## src/hw/serial_eeprom_pkg.sv

```systemverilog
// shared constants for the serial eeprom link ends
package serial_eeprom_pkg;
   // system clock period and link timing, in their printed units
   localparam int CLK_PERIOD_NS = 8;
   localparam int DESELECT_MIN_TIME_US = 1;
   localparam int CLOCK_HIGH_PHASE_US = 1;
   localparam int CLOCK_LOW_PHASE_US = 1;
   localparam int SHIFT_CLOCK_RATE_KHZ = 250;
   localparam int PROGRAM_CYCLE_TIME_MS = 15;
   // derived cycle counts: least times round up, longest rounds down
   localparam int DESELECT_CYC =
      (DESELECT_MIN_TIME_US * 1000 + CLK_PERIOD_NS - 1) / CLK_PERIOD_NS;
   localparam int HIGH_CYC =
      (CLOCK_HIGH_PHASE_US * 1000 + CLK_PERIOD_NS - 1) / CLK_PERIOD_NS;
   localparam int LOW_CYC =
      (CLOCK_LOW_PHASE_US * 1000 + CLK_PERIOD_NS - 1) / CLK_PERIOD_NS;
   localparam int PERIOD_CYC =
      (1000000 / SHIFT_CLOCK_RATE_KHZ + CLK_PERIOD_NS - 1) / CLK_PERIOD_NS;
   localparam int HALF_CYC = (PERIOD_CYC + 1) / 2;
   localparam int PROGRAM_CYC =
      (PROGRAM_CYCLE_TIME_MS * 1000000) / CLK_PERIOD_NS;
   // frame layout
   localparam int OPCODE_BITS = 2;
   localparam int ADDR_BITS = 6;
   localparam int DATA_BITS = 16;
   localparam int WORDS = 16;
   localparam int HDR_BITS = OPCODE_BITS + ADDR_BITS;
   // opcodes
   localparam logic [1:0] OP_EXT = 2'h0;
   localparam logic [1:0] OP_WRITE = 2'h1;
   localparam logic [1:0] OP_READ = 2'h2;
   localparam logic [1:0] OP_ERASE = 2'h3;
   // address high bits under OP_EXT
   localparam logic [1:0] EXT_DISABLE = 2'h0;
   localparam logic [1:0] EXT_WRALL = 2'h1;
   localparam logic [1:0] EXT_ERASE_ALL = 2'h2;
   localparam logic [1:0] EXT_ENABLE = 2'h3;
   localparam logic [15:0] ERASED_WORD = 16'hFFFF;
endpackage
```

## src/hw/serial_eeprom_if.sv

```systemverilog
// link wires between the serial master and the eeprom device
`timescale 1ns/1ps
interface serial_eeprom_if;
   logic chip_select;
   logic shift_clock;
   logic serial_in;
   logic data_out;
   logic data_out_oe_n;
   logic data_out_wire;
   assign data_out_wire = data_out_oe_n ? 1'b1 : data_out;
   modport device (
      input chip_select, shift_clock, serial_in,
      output data_out, data_out_oe_n
   );
   modport master (
      output chip_select, shift_clock, serial_in,
      input data_out_wire, data_out_oe_n
   );
endinterface

```

## src/hw/serial_eeprom_dev.sv

```systemverilog
// eeprom device end: serial command decode, array and programming timer
// What this block does
// - chip select high selects, low deselects
// - select rising edge restarts command decode
// - select falling edge starts pending programming
// - deselected: ignore clock and input, no drive
// - sample serial input on clock rise
// - change output on each clock rise
// - drive output only while selected
// - master deselects at least 1 us
// - master clock at most 250 kHz
// - master keeps each clock phase at least 1 us
// - master shifts command bits on serial input
// - start bit one, leading zeros ignored
// - opcode, address, data, msb first
// - read gives dummy zero then word
// - busy shows zero, ready shows one
`timescale 1ns/1ps
module serial_eeprom_dev
   import serial_eeprom_pkg::*;
#(
   parameter int PROG_CYCLES = PROGRAM_CYC
) (
   // system
   input wire logic clk,
   input wire logic rst_n,
   input wire logic clk_en,
   // link
   serial_eeprom_if.device link,
   // status to local logic
   output logic busy,
   output logic write_enabled
);
   typedef enum logic [2:0] {
      S_IDLE = 3'b000,
      S_HDR = 3'b001,
      S_DATA = 3'b011,
      S_READ = 3'b101,
      S_DONE = 3'b111
   } dev_state_t;

   // a zero-length program cycle would wrap the timer compare and hold busy for 2^32 cycles
   if (PROG_CYCLES < 1) begin : g_prog_check
      $error("PROG_CYCLES must be positive");
   end

   // pin synchronisers
   logic [2:0] sync1_reg, sync2_reg, sync1_next, sync2_next;
   logic cs_d_reg, sc_d_reg, cs_d_next, sc_d_next;
   logic cs_s, sc_s, sin_s, cs_rise, cs_fall, sc_rise;

   dev_state_t state_reg, state_next;
   logic [4:0] cnt_reg, cnt_next;
   logic [HDR_BITS-1:0] hdr_reg, hdr_next;
   logic [DATA_BITS-1:0] sh_reg, sh_next;
   logic [DATA_BITS-1:0] mem_reg [WORDS];
   logic [DATA_BITS-1:0] mem_next [WORDS];
   logic wen_reg, wen_next, busy_reg, busy_next;
   logic pend_reg, pend_next;
   logic [31:0] tmr_reg, tmr_next;
   logic do_reg, do_next, oe_n_reg, oe_n_next;

   assign cs_s = sync2_reg[0];
   assign sc_s = sync2_reg[1];
   assign sin_s = sync2_reg[2];
   assign cs_rise = cs_s && !cs_d_reg;
   assign cs_fall = !cs_s && cs_d_reg;
   assign sc_rise = sc_s && !sc_d_reg && cs_s;

   logic [1:0] op;
   logic [3:0] addr;
   assign op = hdr_reg[HDR_BITS-1 -: OPCODE_BITS];
   assign addr = hdr_reg[3:0];

   always_comb begin
      sync1_next = {link.serial_in, link.shift_clock, link.chip_select};
      sync2_next = sync1_reg;
      cs_d_next = cs_s;
      sc_d_next = sc_s;
      state_next = state_reg;
      cnt_next = cnt_reg;
      hdr_next = hdr_reg;
      sh_next = sh_reg;
      mem_next = mem_reg;
      wen_next = wen_reg;
      busy_next = busy_reg;
      pend_next = pend_reg;
      tmr_next = tmr_reg;
      do_next = do_reg;
      oe_n_next = !cs_s;
      // self-timed programming; busy lasts the full PROG_CYCLES
      if (busy_reg) begin
         if (tmr_reg >= 32'(PROG_CYCLES - 1)) begin
            busy_next = 1'b0;
            if (hdr_reg[HDR_BITS-1 -: OPCODE_BITS] == OP_WRITE) begin
               mem_next[addr] = sh_reg;
            end else if (op == OP_ERASE) begin
               mem_next[addr] = ERASED_WORD;
            end else begin
               for (int i = 0; i < WORDS; i++) begin
                  mem_next[i] = (hdr_reg[5:4] == EXT_WRALL) ?
                     sh_reg : ERASED_WORD;
               end
            end
         end else begin
            tmr_next = tmr_reg + 32'd1;
         end
      end
      if (cs_rise) begin
         state_next = S_IDLE;
         cnt_next = 5'd0;
         pend_next = 1'b0;
      end else if (cs_fall) begin
         state_next = S_IDLE;
         if (pend_reg && !busy_reg) begin
            busy_next = 1'b1;
            tmr_next = 32'd0;
         end
         pend_next = 1'b0;
      end else if (cs_s && busy_reg) begin
         do_next = 1'b0;
      end else if (cs_s) begin
         if (state_reg != S_READ) begin
            do_next = 1'b1; // ready
         end
         if (sc_rise) begin
            case (state_reg)
               S_IDLE: begin
                  if (sin_s) begin
                     state_next = S_HDR;
                     cnt_next = 5'd0;
                  end
               end
               S_HDR: begin
                  hdr_next = {hdr_reg[HDR_BITS-2:0], sin_s};
                  cnt_next = cnt_reg + 5'd1;
                  if (cnt_reg == 5'(HDR_BITS - 1)) begin
                     cnt_next = 5'd0;
                     state_next = S_DONE;
                     case (hdr_reg[HDR_BITS-2 -: OPCODE_BITS])
                        OP_READ: begin
                           state_next = S_READ;
                           sh_next = mem_reg[{hdr_reg[2:0], sin_s}];
                           do_next = 1'b0;
                        end
                        OP_WRITE: state_next = S_DATA;
                        OP_ERASE: pend_next = wen_reg;
                        default: begin
                           case (hdr_reg[4:3])
                              EXT_ENABLE: wen_next = 1'b1;
                              EXT_DISABLE: wen_next = 1'b0;
                              EXT_WRALL: state_next = S_DATA;
                              default: pend_next = wen_reg;
                           endcase
                        end
                     endcase
                  end
               end
               S_DATA: begin
                  sh_next = {sh_reg[DATA_BITS-2:0], sin_s};
                  cnt_next = cnt_reg + 5'd1;
                  if (cnt_reg == 5'(DATA_BITS - 1)) begin
                     state_next = S_DONE;
                     pend_next = wen_reg;
                  end
               end
               S_READ: begin
                  do_next = sh_reg[DATA_BITS-1];
                  sh_next = {sh_reg[DATA_BITS-2:0], 1'b0};
                  cnt_next = cnt_reg + 5'd1;
                  if (cnt_reg == 5'(DATA_BITS)) begin
                     state_next = S_DONE;
                     do_next = 1'b1;
                  end
               end
               S_DONE: state_next = S_DONE;
               default: state_next = S_IDLE;
            endcase
         end
      end
   end

   always_ff @(posedge clk) begin
      if (!rst_n) begin
         sync1_reg <= 3'h0;
         sync2_reg <= 3'h0;
         cs_d_reg <= 1'b0;
         sc_d_reg <= 1'b0;
         state_reg <= S_IDLE;
         cnt_reg <= 5'd0;
         hdr_reg <= '0;
         sh_reg <= '0;
         for (int i = 0; i < WORDS; i++) begin
            mem_reg[i] <= ERASED_WORD;
         end
         wen_reg <= 1'b0;
         busy_reg <= 1'b0;
         pend_reg <= 1'b0;
         tmr_reg <= 32'd0;
         do_reg <= 1'b1;
         oe_n_reg <= 1'b1;
      end else if (clk_en) begin
         sync1_reg <= sync1_next;
         sync2_reg <= sync2_next;
         cs_d_reg <= cs_d_next;
         sc_d_reg <= sc_d_next;
         state_reg <= state_next;
         cnt_reg <= cnt_next;
         hdr_reg <= hdr_next;
         sh_reg <= sh_next;
         mem_reg <= mem_next;
         wen_reg <= wen_next;
         busy_reg <= busy_next;
         pend_reg <= pend_next;
         tmr_reg <= tmr_next;
         do_reg <= do_next;
         oe_n_reg <= oe_n_next;
      end
   end

   assign link.data_out = do_reg;
   assign link.data_out_oe_n = oe_n_reg;
   assign busy = busy_reg;
   assign write_enabled = wen_reg;
endmodule // serial_eeprom_dev

```

## src/flat_wrapper.sv

```systemverilog
// flat-port wrapper written by rule: the top's interface ports become plain ports
module serial_eeprom_dev_flat import serial_eeprom_pkg::*;
#(
   parameter int PROG_CYCLES = PROGRAM_CYC
)
  (clk, rst_n, clk_en, busy, write_enabled, link_chip_select, link_shift_clock, link_serial_in, link_data_out, link_data_out_oe_n);
  serial_eeprom_if link_i ();
  input wire logic clk;
  input wire logic rst_n;
  input wire logic clk_en;
  output logic busy;
  output logic write_enabled;
  input wire logic [$bits(link_i.chip_select)-1:0] link_chip_select;
  input wire logic [$bits(link_i.shift_clock)-1:0] link_shift_clock;
  input wire logic [$bits(link_i.serial_in)-1:0] link_serial_in;
  output wire logic [$bits(link_i.data_out)-1:0] link_data_out;
  output wire logic [$bits(link_i.data_out_oe_n)-1:0] link_data_out_oe_n;
  assign link_i.chip_select = link_chip_select;
  assign link_i.shift_clock = link_shift_clock;
  assign link_i.serial_in = link_serial_in;
  assign link_data_out = link_i.data_out;
  assign link_data_out_oe_n = link_i.data_out_oe_n;
  serial_eeprom_dev #(.PROG_CYCLES(PROG_CYCLES)) u_core (.clk(clk), .rst_n(rst_n), .clk_en(clk_en), .link(link_i), .busy(busy), .write_enabled(write_enabled));
endmodule
```

## config.mk

```make
export PLATFORM = sky130hd
export DESIGN_NAME = serial_eeprom_dev_flat
export DESIGN_NICKNAME = d
export VERILOG_FILES = /design/src/hw/serial_eeprom_pkg.sv /design/src/hw/serial_eeprom_if.sv /design/src/hw/serial_eeprom_dev.sv /design/src/flat_wrapper.sv
export SDC_FILE = /design/constraint.sdc
export NUM_CORES = 1
export LEC_CHECK = 0
export BUFFER_PORTS_ARGS = -buffer_cell sky130_fd_sc_hd__clkbuf_2
export CORE_ASPECT_RATIO = 0.9
export CORE_MARGIN = 2
export CORE_UTILIZATION = 25
export CTS_BUF_LIST = sky130_fd_sc_hd__clkbuf_4 sky130_fd_sc_hd__clkbuf_8
export DETAILED_ROUTE_END_ITERATION = 8
export PLACE_DENSITY = 0.35
export SYNTH_ARGS = -nofsm -noshare
export SYNTH_HDL_FRONTEND = slang
export SYNTH_SLANG_ARGS = --single-unit
```

## constraint.sdc

```tcl
create_clock -name clk -period 3.1 [get_ports clk]
set_input_delay 0.62 -clock clk [delete_from_list [all_inputs] [get_ports clk]]
set_output_delay 0.62 -clock clk [all_outputs]
set_load 0.03 [all_outputs]
```

; ---- Word level (Yosys, flattened, before mapping)
; Index checks and enable logic that the tools add are counted.
[word_totals]
elab_cells = 166
ff_bits = 333
in_bits = 6
output_inout_bits = 4
[op_classes]
add_sub_neg = 2
eq_ne = 28
n_reduce_logical = 34
n_mux = 61
n_lt_le_gt_ge = 4
bitwise = 7
[op_table]
columns = cell, n
row1 = 256-bit two-way mux, 2
row2 = 256-bit bitwise mux, 1
row3 = 256-bit OR, 1
row4 = 32-bit two-way mux, 5
row5 = 16-bit two-way mux, 6
row6 = 16-bit binary-select mux with 4-bit select, 1
row7 = 16-bit demux with 4-bit select, 1
row8 = 16-bit one-hot mux with 3 select lines, 1
row9 = 5-bit two-way mux, 7
row10 = "32-bit by 1-bit adder with 32-bit output, second input constant", 1
row11 = "32-bit by 21-bit greater-or-equal comparator with 1-bit output, second input constant", 1
row12 = 3-bit two-way mux, 10
row13 = 1-bit two-way mux, 20
row14 = 9-bit AND reduction, 2
row15 = "4-bit by 1-bit != test with 1-bit output, second input constant", 4
row16 = 3-bit one-hot mux with 5 select lines, 1
row17 = 5-bit one-hot mux with 3 select lines, 1
row18 = 7-bit AND reduction, 2
row19 = "5-bit greater-or-equal comparator, second input constant", 2
row20 = 4-bit inverter with 5-bit output, 2
row21 = 10-bit AND reduction, 1
row22 = 3-bit one-hot mux with 3 select lines, 1
row23 = 3-bit nonzero test, 3
row24 = "2-bit by 1-bit equality test with 1-bit output, second input constant", 4
row25 = 27 further kinds, 56

; ---- Logic depth before layout (Yosys ltp)
; Gate-level depths: netlist (run 1).
[depth]
ltp_word = 11
depth_mapped = 9
mapped_depth_nobuf = 8

; ---- Worst setup path before layout (run 1)
; OpenSTA, ideal clock, no wires.
[synth_path]
path_type = register to register
start = reg u_core.hdr_reg[6]
end = reg u_core.pend_reg
path_buffers = 2
t_arrival_ps = 2043
required_ps = 3029
setup_slack_ps = 986
path_stages_with_launch = 9
synth_period_minus_slack_ps = 2114
setup_time_ps = 71
path_cell_list = dfxtp_1 > inv_1 > clkbuf_1 > clkbuf_1 > ha_1 > a22oi_1 > o211ai_1 > or3_1 > a21oi_1
[synth_via]
elab_chain_cells = 10
elab_cells_between_ends = 15
cone_classes = eq/ne: 5 / mux: 8 / reduce/logical: 2
[synth_lines]
columns = item, line_no
row1 = start: declaration, serial_eeprom_dev.sv:54  ; logic [HDR_BITS-1:0] hdr_reg, hdr_next;
row2 = start signal: assignment, serial_eeprom_dev.sv:209  ; hdr_reg <= hdr_next;
row3 = 2-bit equality test or 2-bit by 1-bit equality test with 1-bit output (tied branches), serial_eeprom_dev.sv:140  ; case (hdr_reg[HDR_BITS-2 -: OPCODE_BITS])
row4 = 2-bit OR reduction (no source line), -
row5 = 1-bit one-hot mux with 2 select lines, serial_eeprom_dev.sv:140
row6 = 1-bit two-way mux, serial_eeprom_dev.sv:137  ; if (cnt_reg == 5'(HDR_BITS - 1)) begin
row7 = 1-bit one-hot mux with 2 select lines, serial_eeprom_dev.sv:127  ; case (state_reg)
row8 = 1-bit two-way mux, serial_eeprom_dev.sv:126  ; if (sc_rise) begin
row9 = 1-bit two-way mux, serial_eeprom_dev.sv:122  ; end else if (cs_s) begin
row10 = 1-bit two-way mux, serial_eeprom_dev.sv:120  ; end else if (cs_s && busy_reg) begin
row11 = 1-bit two-way mux, serial_eeprom_dev.sv:113  ; end else if (cs_fall) begin
row12 = 1-bit two-way mux, serial_eeprom_dev.sv:109  ; if (cs_rise) begin
row13 = end signal: assignment, serial_eeprom_dev.sv:214  ; pend_reg <= pend_next;
row14 = end: declaration, serial_eeprom_dev.sv:59  ; logic pend_reg, pend_next;
; Several ways; a longest one is shown, not always the timed one. The select of a mux whose other input is x is not followed.
; A chain may end at the register's enable or synchronous reset.

; ---- Final worst setup path (run 1)
[layout_path]
start = reg u_core.hdr_reg[1]
end = reg u_core.mem_reg[214] (netlist name)
[layout_via]
elab_chain_cells = 8
elab_cells_between_ends = 10
cone_classes = order compare: 2 / mux: 5 / bitwise: 2 / reduce/logical: 1
[layout_lines]
columns = item, line_no
row1 = 4-bit inverter with 5-bit output (not written as such) (*), "serial_eeprom_dev.sv:96, serial_eeprom_dev.sv:98"
row2 = 5-bit greater-or-equal comparator (not written as such) or 5-bit by 1-bit less-than comparator with 1-bit output (tied branches), "serial_eeprom_dev.sv:96, serial_eeprom_dev.sv:98"
row3 = 1-bit logical AND (not written as such), "serial_eeprom_dev.sv:96, serial_eeprom_dev.sv:98"
row4 = 16-bit two-way mux (not written as such), "serial_eeprom_dev.sv:96, serial_eeprom_dev.sv:98"
row5 = 16-bit demux with 4-bit select (*), "serial_eeprom_dev.sv:96, serial_eeprom_dev.sv:98"
row6 = 256-bit OR (no source line), -
row7 = 256-bit two-way mux, serial_eeprom_dev.sv:97  ; end else if (op == OP_ERASE) begin
row8 = 256-bit two-way mux (*), serial_eeprom_dev.sv:95  ; if (hdr_reg[HDR_BITS-1 -: OPCODE_BITS] == OP_WRITE) begin
row9 = end signal: assignment, serial_eeprom_dev.sv:211  ; mem_reg <= mem_next;
row10 = end: declaration, serial_eeprom_dev.sv:56  ; logic [DATA_BITS-1:0] mem_reg [WORDS];
; Mark *: on every way between the ends. The rest lies on a longest branch, timed or not.

==> results of run 1 <==
## power by group through the flow
stage / sequential [mW] / combinational (mW) / clock, mW
2_1_floorplan: 4.38 / 0.0981 / 0
3_3_place_gp: 4.38 / 0.158 / 0
3_5_place_dp: 4.38 / 0.159 / 0
4_1_cts: 4.29 / 0.159 / 4.91
5_1_grt: 4.29 / 0.170 / 5.09
6_report: 4.29 / 0.160 / 4.75
## worst min-delay path, delay by kind of cell
family	cells	cell delay, ns
and+or+nand+nor	1	0.08
muxes	1	0.05
buffers and inverters	1	0.07
## cells by family after synthesis
| group | Yosys count | share of synthesized area (%) |
|---|---|---|
| simple gates | 662 | 18.3 |
| xor+xnor | 1 | 0.0476 |
| fa+ha+maj | 13 | 0.884 |
| flops | 333 | 36.2 |
| compound gates | 789 | 25.6 |
| buf+inv | 410 | 8.86 |
| mux | 110 | 10.2 |
## cell usage after synthesis (all sizes together) (55+ instances only)
| cell | number |
|---|---|
| nor2 | 120 |
| o211ai | 65 |
| buf | 55 |
| dfxtp | 333 |
| nand2 | 218 |
| mux4 | 62 |
| a31oi | 170 |
| a21oi | 225 |
| o21ai | 231 |
| inv | 183 |
| nor4 | 160 |
| clkbuf | 171 |
## path summary, 6_finish.rpt
check,cells past startpoint,slack [ns],startpoint,to
worst max register to register,4,0.19,u_core.hdr_reg[1]$_SDFFE_PN0P_,u_core.mem_reg[214]$_SDFFE_PN1P_
worst max-delay path,4,0.19,u_core.hdr_reg[1]$_SDFFE_PN0P_,u_core.mem_reg[214]$_SDFFE_PN1P_
worst min-delay path,3,0.19,link_shift_clock,u_core.sync1_reg[1]$_SDFFE_PN0P_
worst min register to register,2,0.47,u_core.tmr_reg[20]$_SDFFE_PN0P_,u_core.tmr_reg[20]$_SDFFE_PN0P_
## area by class of cell
cell class | count | area, µm²
diodes | 1 | 2.50
clock buffers | 97 | 1230
clock inverters | 18 | 104
fillers | 7805 | 51700
inverters | 184 | 691
multi-input cells | 1575 | 10200
flip-flops and latches | 333 | 6680
well taps | 960 | 1200
repair buffers | 151 | 1290
## per-layer routing
| metal | global-route usage (%) | part of all wire, % | vias up |
|---|---|---|---|
| met4 | 6.09 | 2.4 | 0 |
| met3 | 3.95 | 6.9 | 124 |
| met2 | 31.8 | 42 | 721 |
| met1 | 32.1 | 49 | 9403 |
| li1 | - | - | 8582 |
| met5 | 0 | 0 | - |
## metrics by stage
step	hold WS (ns)	instance area (µm²)
3_5_place_dp	0.461	20000
5_1_grt	0.167	21400
4_1_cts	0.138	21400
3_3_place_gp	0.447	20000
6_report	0.190	21400
2_1_floorplan	0.430	18400
==> run_results.csv, run 1 <==
group,metric,value,unit
clock_tree,post_cts_buffers,0,
setup_path,slowest_stage,"or4b_2",
sta,fin_crit_sh,93.9,%
power,internal-power,6.87,mW
grt,grt_start_max_net_pins,83,
clock_tree,cts.root.buffer_cell,"clkbuf_8",
grt,grt_pass1_wl,124000,µm
synthesis,ys_warn_count,0,
die,rows,94,
finish,final_util,29.3,%
run,drv_cap,0,
placed_design,portBuffers,9,
sta,rsz0062_at_grt,"false",
setup_path,cp.arrival,3.50,ns
setup_path,cp_num_buf_inv,0,
clock_tree,cts.sinks,333,
finish,layout.nets,2332,
power,pwr-share-comb,1.7,%
setup_path,criticalPathCategory,"register to register",
route,drc_errors,0,
synthesis,synth_top_area_share,36.2,%
die,core,0.0730,mm²
grt,overflow,0,
power,p_per_area,430,mW/mm²
sta,tns,0,ns
finish,instances_no_fill,3319,
route,postRouteWirelength,83700,µm
setup_path,cpPeakStageDelay,0.91,ns
finish,area_delta_synth_final,16.1,%
route,drtIter0Drc,1801,
setup_path,endpoint_kind,"register",
route,via_per_inst,5.67,
clock_tree,clkLatencyLatePin,0.67,ns
setup_path,cp_max_fo,34,
synthesis,synth_area_leaders,"dfxtp_1 (36%), mux4_2 (7.6%), a21oi_1 (6.1%), o21ai_0 (5.8%), a31oi_1 (5.8%)",
die,start_util,25.2,%
run_status,status,"finished, final reports clean",
finish,drive_above_1_share,15.3,%
synthesis,synth.ff_latch_count,333,
power,swShare,25.3,%
finish,final_cell_mix,"dfxtp_1 (329), a21oi_1 (224), nand2_1 (218)",
setup_path,cp_cell_sequence,"or4b_2, a21oi_1, nand2_1, a31oi_1",
clock_tree,cts_tree,"yes",
finish,largest_reg_flops,256,
sta,slew_violations,0,
synthesis,synth.distinct_cells,66,
clock_tree,clock_path_buffers,3,
placed_design,gp_congestion,0.806,
synthesis,postSynthAreaPerCell,7.94,µm²
synthesis,synth_edf_count,0,
power,clkPwrFrac,51.6,%
synthesis,syn-num-nets,2337,
sta,hold_violations,0,
clock_tree,cts_resized,0,
sta,min_period,2.91,ns
route,ant_nets,0,
grt,grt_pass1_vias,17937,
power,irDropWorstVdd,248,µV
clock_tree,ctsHoldBuffers,0,
synthesis,synth_top_area_cell,"dfxtp_1",
synthesis,async_flop_share,0,%
die,io-pin-count,10,
finish,layout_commonest_cell,"dfxtp_1",
synthesis,synth_top_flop_cell,"dfxtp_1",
clock_tree,cts_made_buffers,68,
min_path,min_path_type,"input port to register",
sta,tightestPinTransition,1.17,ns
route,wl_per_cell,25.2,µm
grt,antenna_found_initial,3,
clock_tree,clkSlewWorstSetupHoldPaths,0.06,ns
power,p_sw,2.33,mW
sta,finalWorstSetupSlack,0.188,ns
sta,max_freq,0.343,GHz
placed_design,post-place-ws,0.214,ns
grt,track_usage,21.7,%
power,p_seq_share,46.6,%
sta,maxSlewHeadroom,21.4,%
placed_design,dpl.cell_count,3203,
power,p_leak,7.68,nW
route,dr.pass1.iters,7,
clock_tree,htree_levels,3,
die,die_area,0.0758,mm²
setup_path,critPathTopFamily,"simple AND/OR/NAND/NOR gates",
die,die_h,261,µm
setup_path,critPathLaunchType,"register",
synthesis,netlist_area,0.0184,mm²
sta,skew,0.0333,ns
route,route.vias.total,18830,
die,die-width,290,µm
sta,setup_viol,0,
power,power,9.20,mW
synthesis,yosysSeqAreaShare,36.2,%
setup_path,worstPathRequired,3.69,ns
placed_design,place_hpwl,54200,µm
synthesis,syn_inst,2318,
No activity file was read; power rests on OpenSTA's default activity.
==> run 2: changes to the inputs <==
--- a/config.mk
+++ b/config.mk
@@ -12,6 +12,7 @@
 export CTS_BUF_LIST = sky130_fd_sc_hd__clkbuf_4 sky130_fd_sc_hd__clkbuf_8
 export DETAILED_ROUTE_END_ITERATION = 8
 export PLACE_DENSITY = 0.35
+export REMOVE_ABC_BUFFERS = 1
 export SYNTH_ARGS = -nofsm -noshare
 export SYNTH_HDL_FRONTEND = slang
 export SYNTH_SLANG_ARGS = --single-unit
==> run_results.csv, run 2 (synthesized netlist as in run 1, its figures left out) <==
group,metric,value,unit
run_status,status,"finished, final reports clean",
grt,grt_pass1_wl,124000,µm
clock_tree,htree_levels,3,
die,start_util,25.2,%
die,core,0.0730,mm²
setup_path,criticalPathCategory,"register to register",
clock_tree,ctsHoldBuffers,0,
sta,setup_viol,0,
clock_tree,cts_made_buffers,69,
placed_design,placed_area,0.0200,mm²
setup_path,r2r_setup_slack,0.29,ns
finish,multi_input_area,0.0102,mm²
sta,fin_crit_sh,90.8,%
finish,nFillCells,7737,
clock_tree,cts_resized,0,
sta,hold_violations,0,
sta,tightestPinTransition,1.32,ns
min_path,whs_path_depth,3,
power,power,9.33,mW
finish,layout.nets,2335,
placed_design,dpl.cell_count,3205,
setup_path,critPathLaunchType,"register",
grt,track_usage,21.6,%
route,drtIter0Drc,1703,
finish,largest_reg_flops,256,
grt,overflow,0,
sta,rsz0062_at_grt,"false",
finish,final_area,0.0214,mm²
clock_tree,clkLatencyLatePin,0.66,ns
setup_path,cp.arrival,3.38,ns
sta,maxSlewHeadroom,11.7,%
clock_tree,cts_tree,"yes",
sta,skew,0.0250,ns
sta,max_freq,0.355,GHz
sta,tns,0,ns
setup_path,reg2reg_depth,5,
power,p_per_area,436,mW/mm²
route,drc_errors,0,
die,die_area,0.0758,mm²
power,irDropWorstVdd,222,µV
placed_design,portBuffers,9,
route,route.vias.total,18666,
die,rows,94,
finish,drive_above_1_share,15.3,%
sta,min_period,2.81,ns
min_path,holdPathEnd,"u_core.sync1_reg[2]$_SDFFE_PN0P_",
finish,area_delta_synth_final,16.2,%
route,wl_per_cell,25.0,µm
finish,layout_commonest_cell,"dfxtp_1",
clock_tree,cts.root.buffer_cell,"clkbuf_8",
setup_path,r2r_start,"u_core.hdr_reg[2]$_SDFFE_PN0P_",
setup_path,cp_max_fo,19,
placed_design,place_hpwl,52700,µm
clock_tree,clkSlewWorstSetupHoldPaths,0.06,ns
setup_path,worstPathRequired,3.67,ns
sta,whs,0.210,ns
grt,antenna_found_initial,1,
setup_path,endpoint_kind,"register",
die,die-width,290,µm
clock_tree,cts.sinks,333,
setup_path,r2r_end,"u_core.mem_reg[231]$_SDFFE_PN1P_",
finish,instances_no_fill,3321,
clock_tree,clock_path_buffers,3,
finish,final_cell_mix,"dfxtp_1 (329), a21oi_1 (224), nand2_1 (218)",
min_path,worstHoldStart,"link_serial_in",
sta,slew_violations,0,
die,die_h,261,µm
route,via_per_inst,5.62,
grt,grt_start_max_net_pins,130,
clock_tree,post_cts_buffers,0,
power,p_leak,7.67,nW
route,ant_nets,0,
placed_design,gp_congestion,0.811,
die,io-pin-count,10,
finish,final-seq-area,0.00668,mm²
route,dr.pass1.iters,5,
run,drv_cap,0,
grt,grt_pass1_vias,18176,
route,postRouteWirelength,83000,µm
min_path,min_path_type,"input port to register",
## run 2: changes by cell type in the layout (fill, tap and decap cells not counted)
cell | previous run | this run
clkbuf_4 | 17 | 24
o21ai_1 | 20 | 19
o21ai_2 | 1 | 2
buf_12 | 14 | 8
clkinv_2 | 13 | 3
clkbuf_8 | 81 | 83
diode_2 | 1 | 2
bufinv_16 | 0 | 1
clkinvlp_4 | 4 | 3
buf_4 | 128 | 136
nor4bb_4 | 1 | 2
nor4bb_2 | 2 | 1
## run 2: power breakdown
| group | internal (mW) | switching (mW) |
|---|---|---|
| clock network | 2.75 | 2.14 |
| registers | 4.28 | 0.00525 |
| logic | 0.0353 | 0.121 |
| total | 7.07 | 2.26 |
## run 2: worst max-delay path by stage
stage / from / endpoint / slack (ns) / cells past startpoint
finish: u_core.hdr_reg[2]$_SDFFE_PN0P_ / u_core.mem_reg[231]$_SDFFE_PN1P_ / 0.29 / 5
global route: u_core.hdr_reg[2]$_SDFFE_PN0P_ / u_core.mem_reg[177]$_SDFFE_PN1P_ / 0.17 / 4
CTS: u_core.hdr_reg[2]$_SDFFE_PN0P_ / u_core.mem_reg[231]$_SDFFE_PN1P_ / 0.36 / 5
detailed placement: u_core.hdr_reg[2]$_SDFFE_PN0P_ / u_core.mem_reg[180]$_SDFFE_PN1P_ / 0.38 / 4
global placement: u_core.hdr_reg[2]$_SDFFE_PN0P_ / u_core.mem_reg[229]$_SDFFE_PN1P_ / 0.46 / 5
floorplan: u_core.tmr_reg[0]$_SDFFE_PN0P_ / u_core.mem_reg[111]$_SDFFE_PN1P_ / -4.20 / 6
## run 2: final cells by class
cell class	instances	area share, %
multi-input cells	1575	47.7
flip-flops and latches	333	31.2
clock buffers	106	6.12
repair buffers	153	5.77
well taps	960	5.62
inverters	184	3.23
clock inverters	8	0.357
diodes	2	0.0234
## run 2: critical path: stages (launching register included)
cell     delay, ns
dfxtp_1       0.62
buf_4         0.32
or4b_2        0.69
a21oi_2       0.46
nand2_1       0.37
a31oi_1       0.26
## run 2: routing by layer
metal  global-route usage (%)  wire (µm)  vias up  part of all wire, %
li1                         -          -     8571                    -
met1                     31.1      40200     9312                   48
met2                     32.8      35700      674                   43
met3                     3.90       5340      109                  6.4
met4                     6.08       1790        0                  2.2
met5                        0          0        -                    0
## run 2: metrics by stage
stage	utilization (%)	setup WS, ns
2_1_floorplan	-	-4.20
3_3_place_gp	27.4	0.465
3_5_place_dp	27.4	0.381
4_1_cts	29.3	0.361
5_1_grt	29.3	0.172
6_report	29.3	0.286
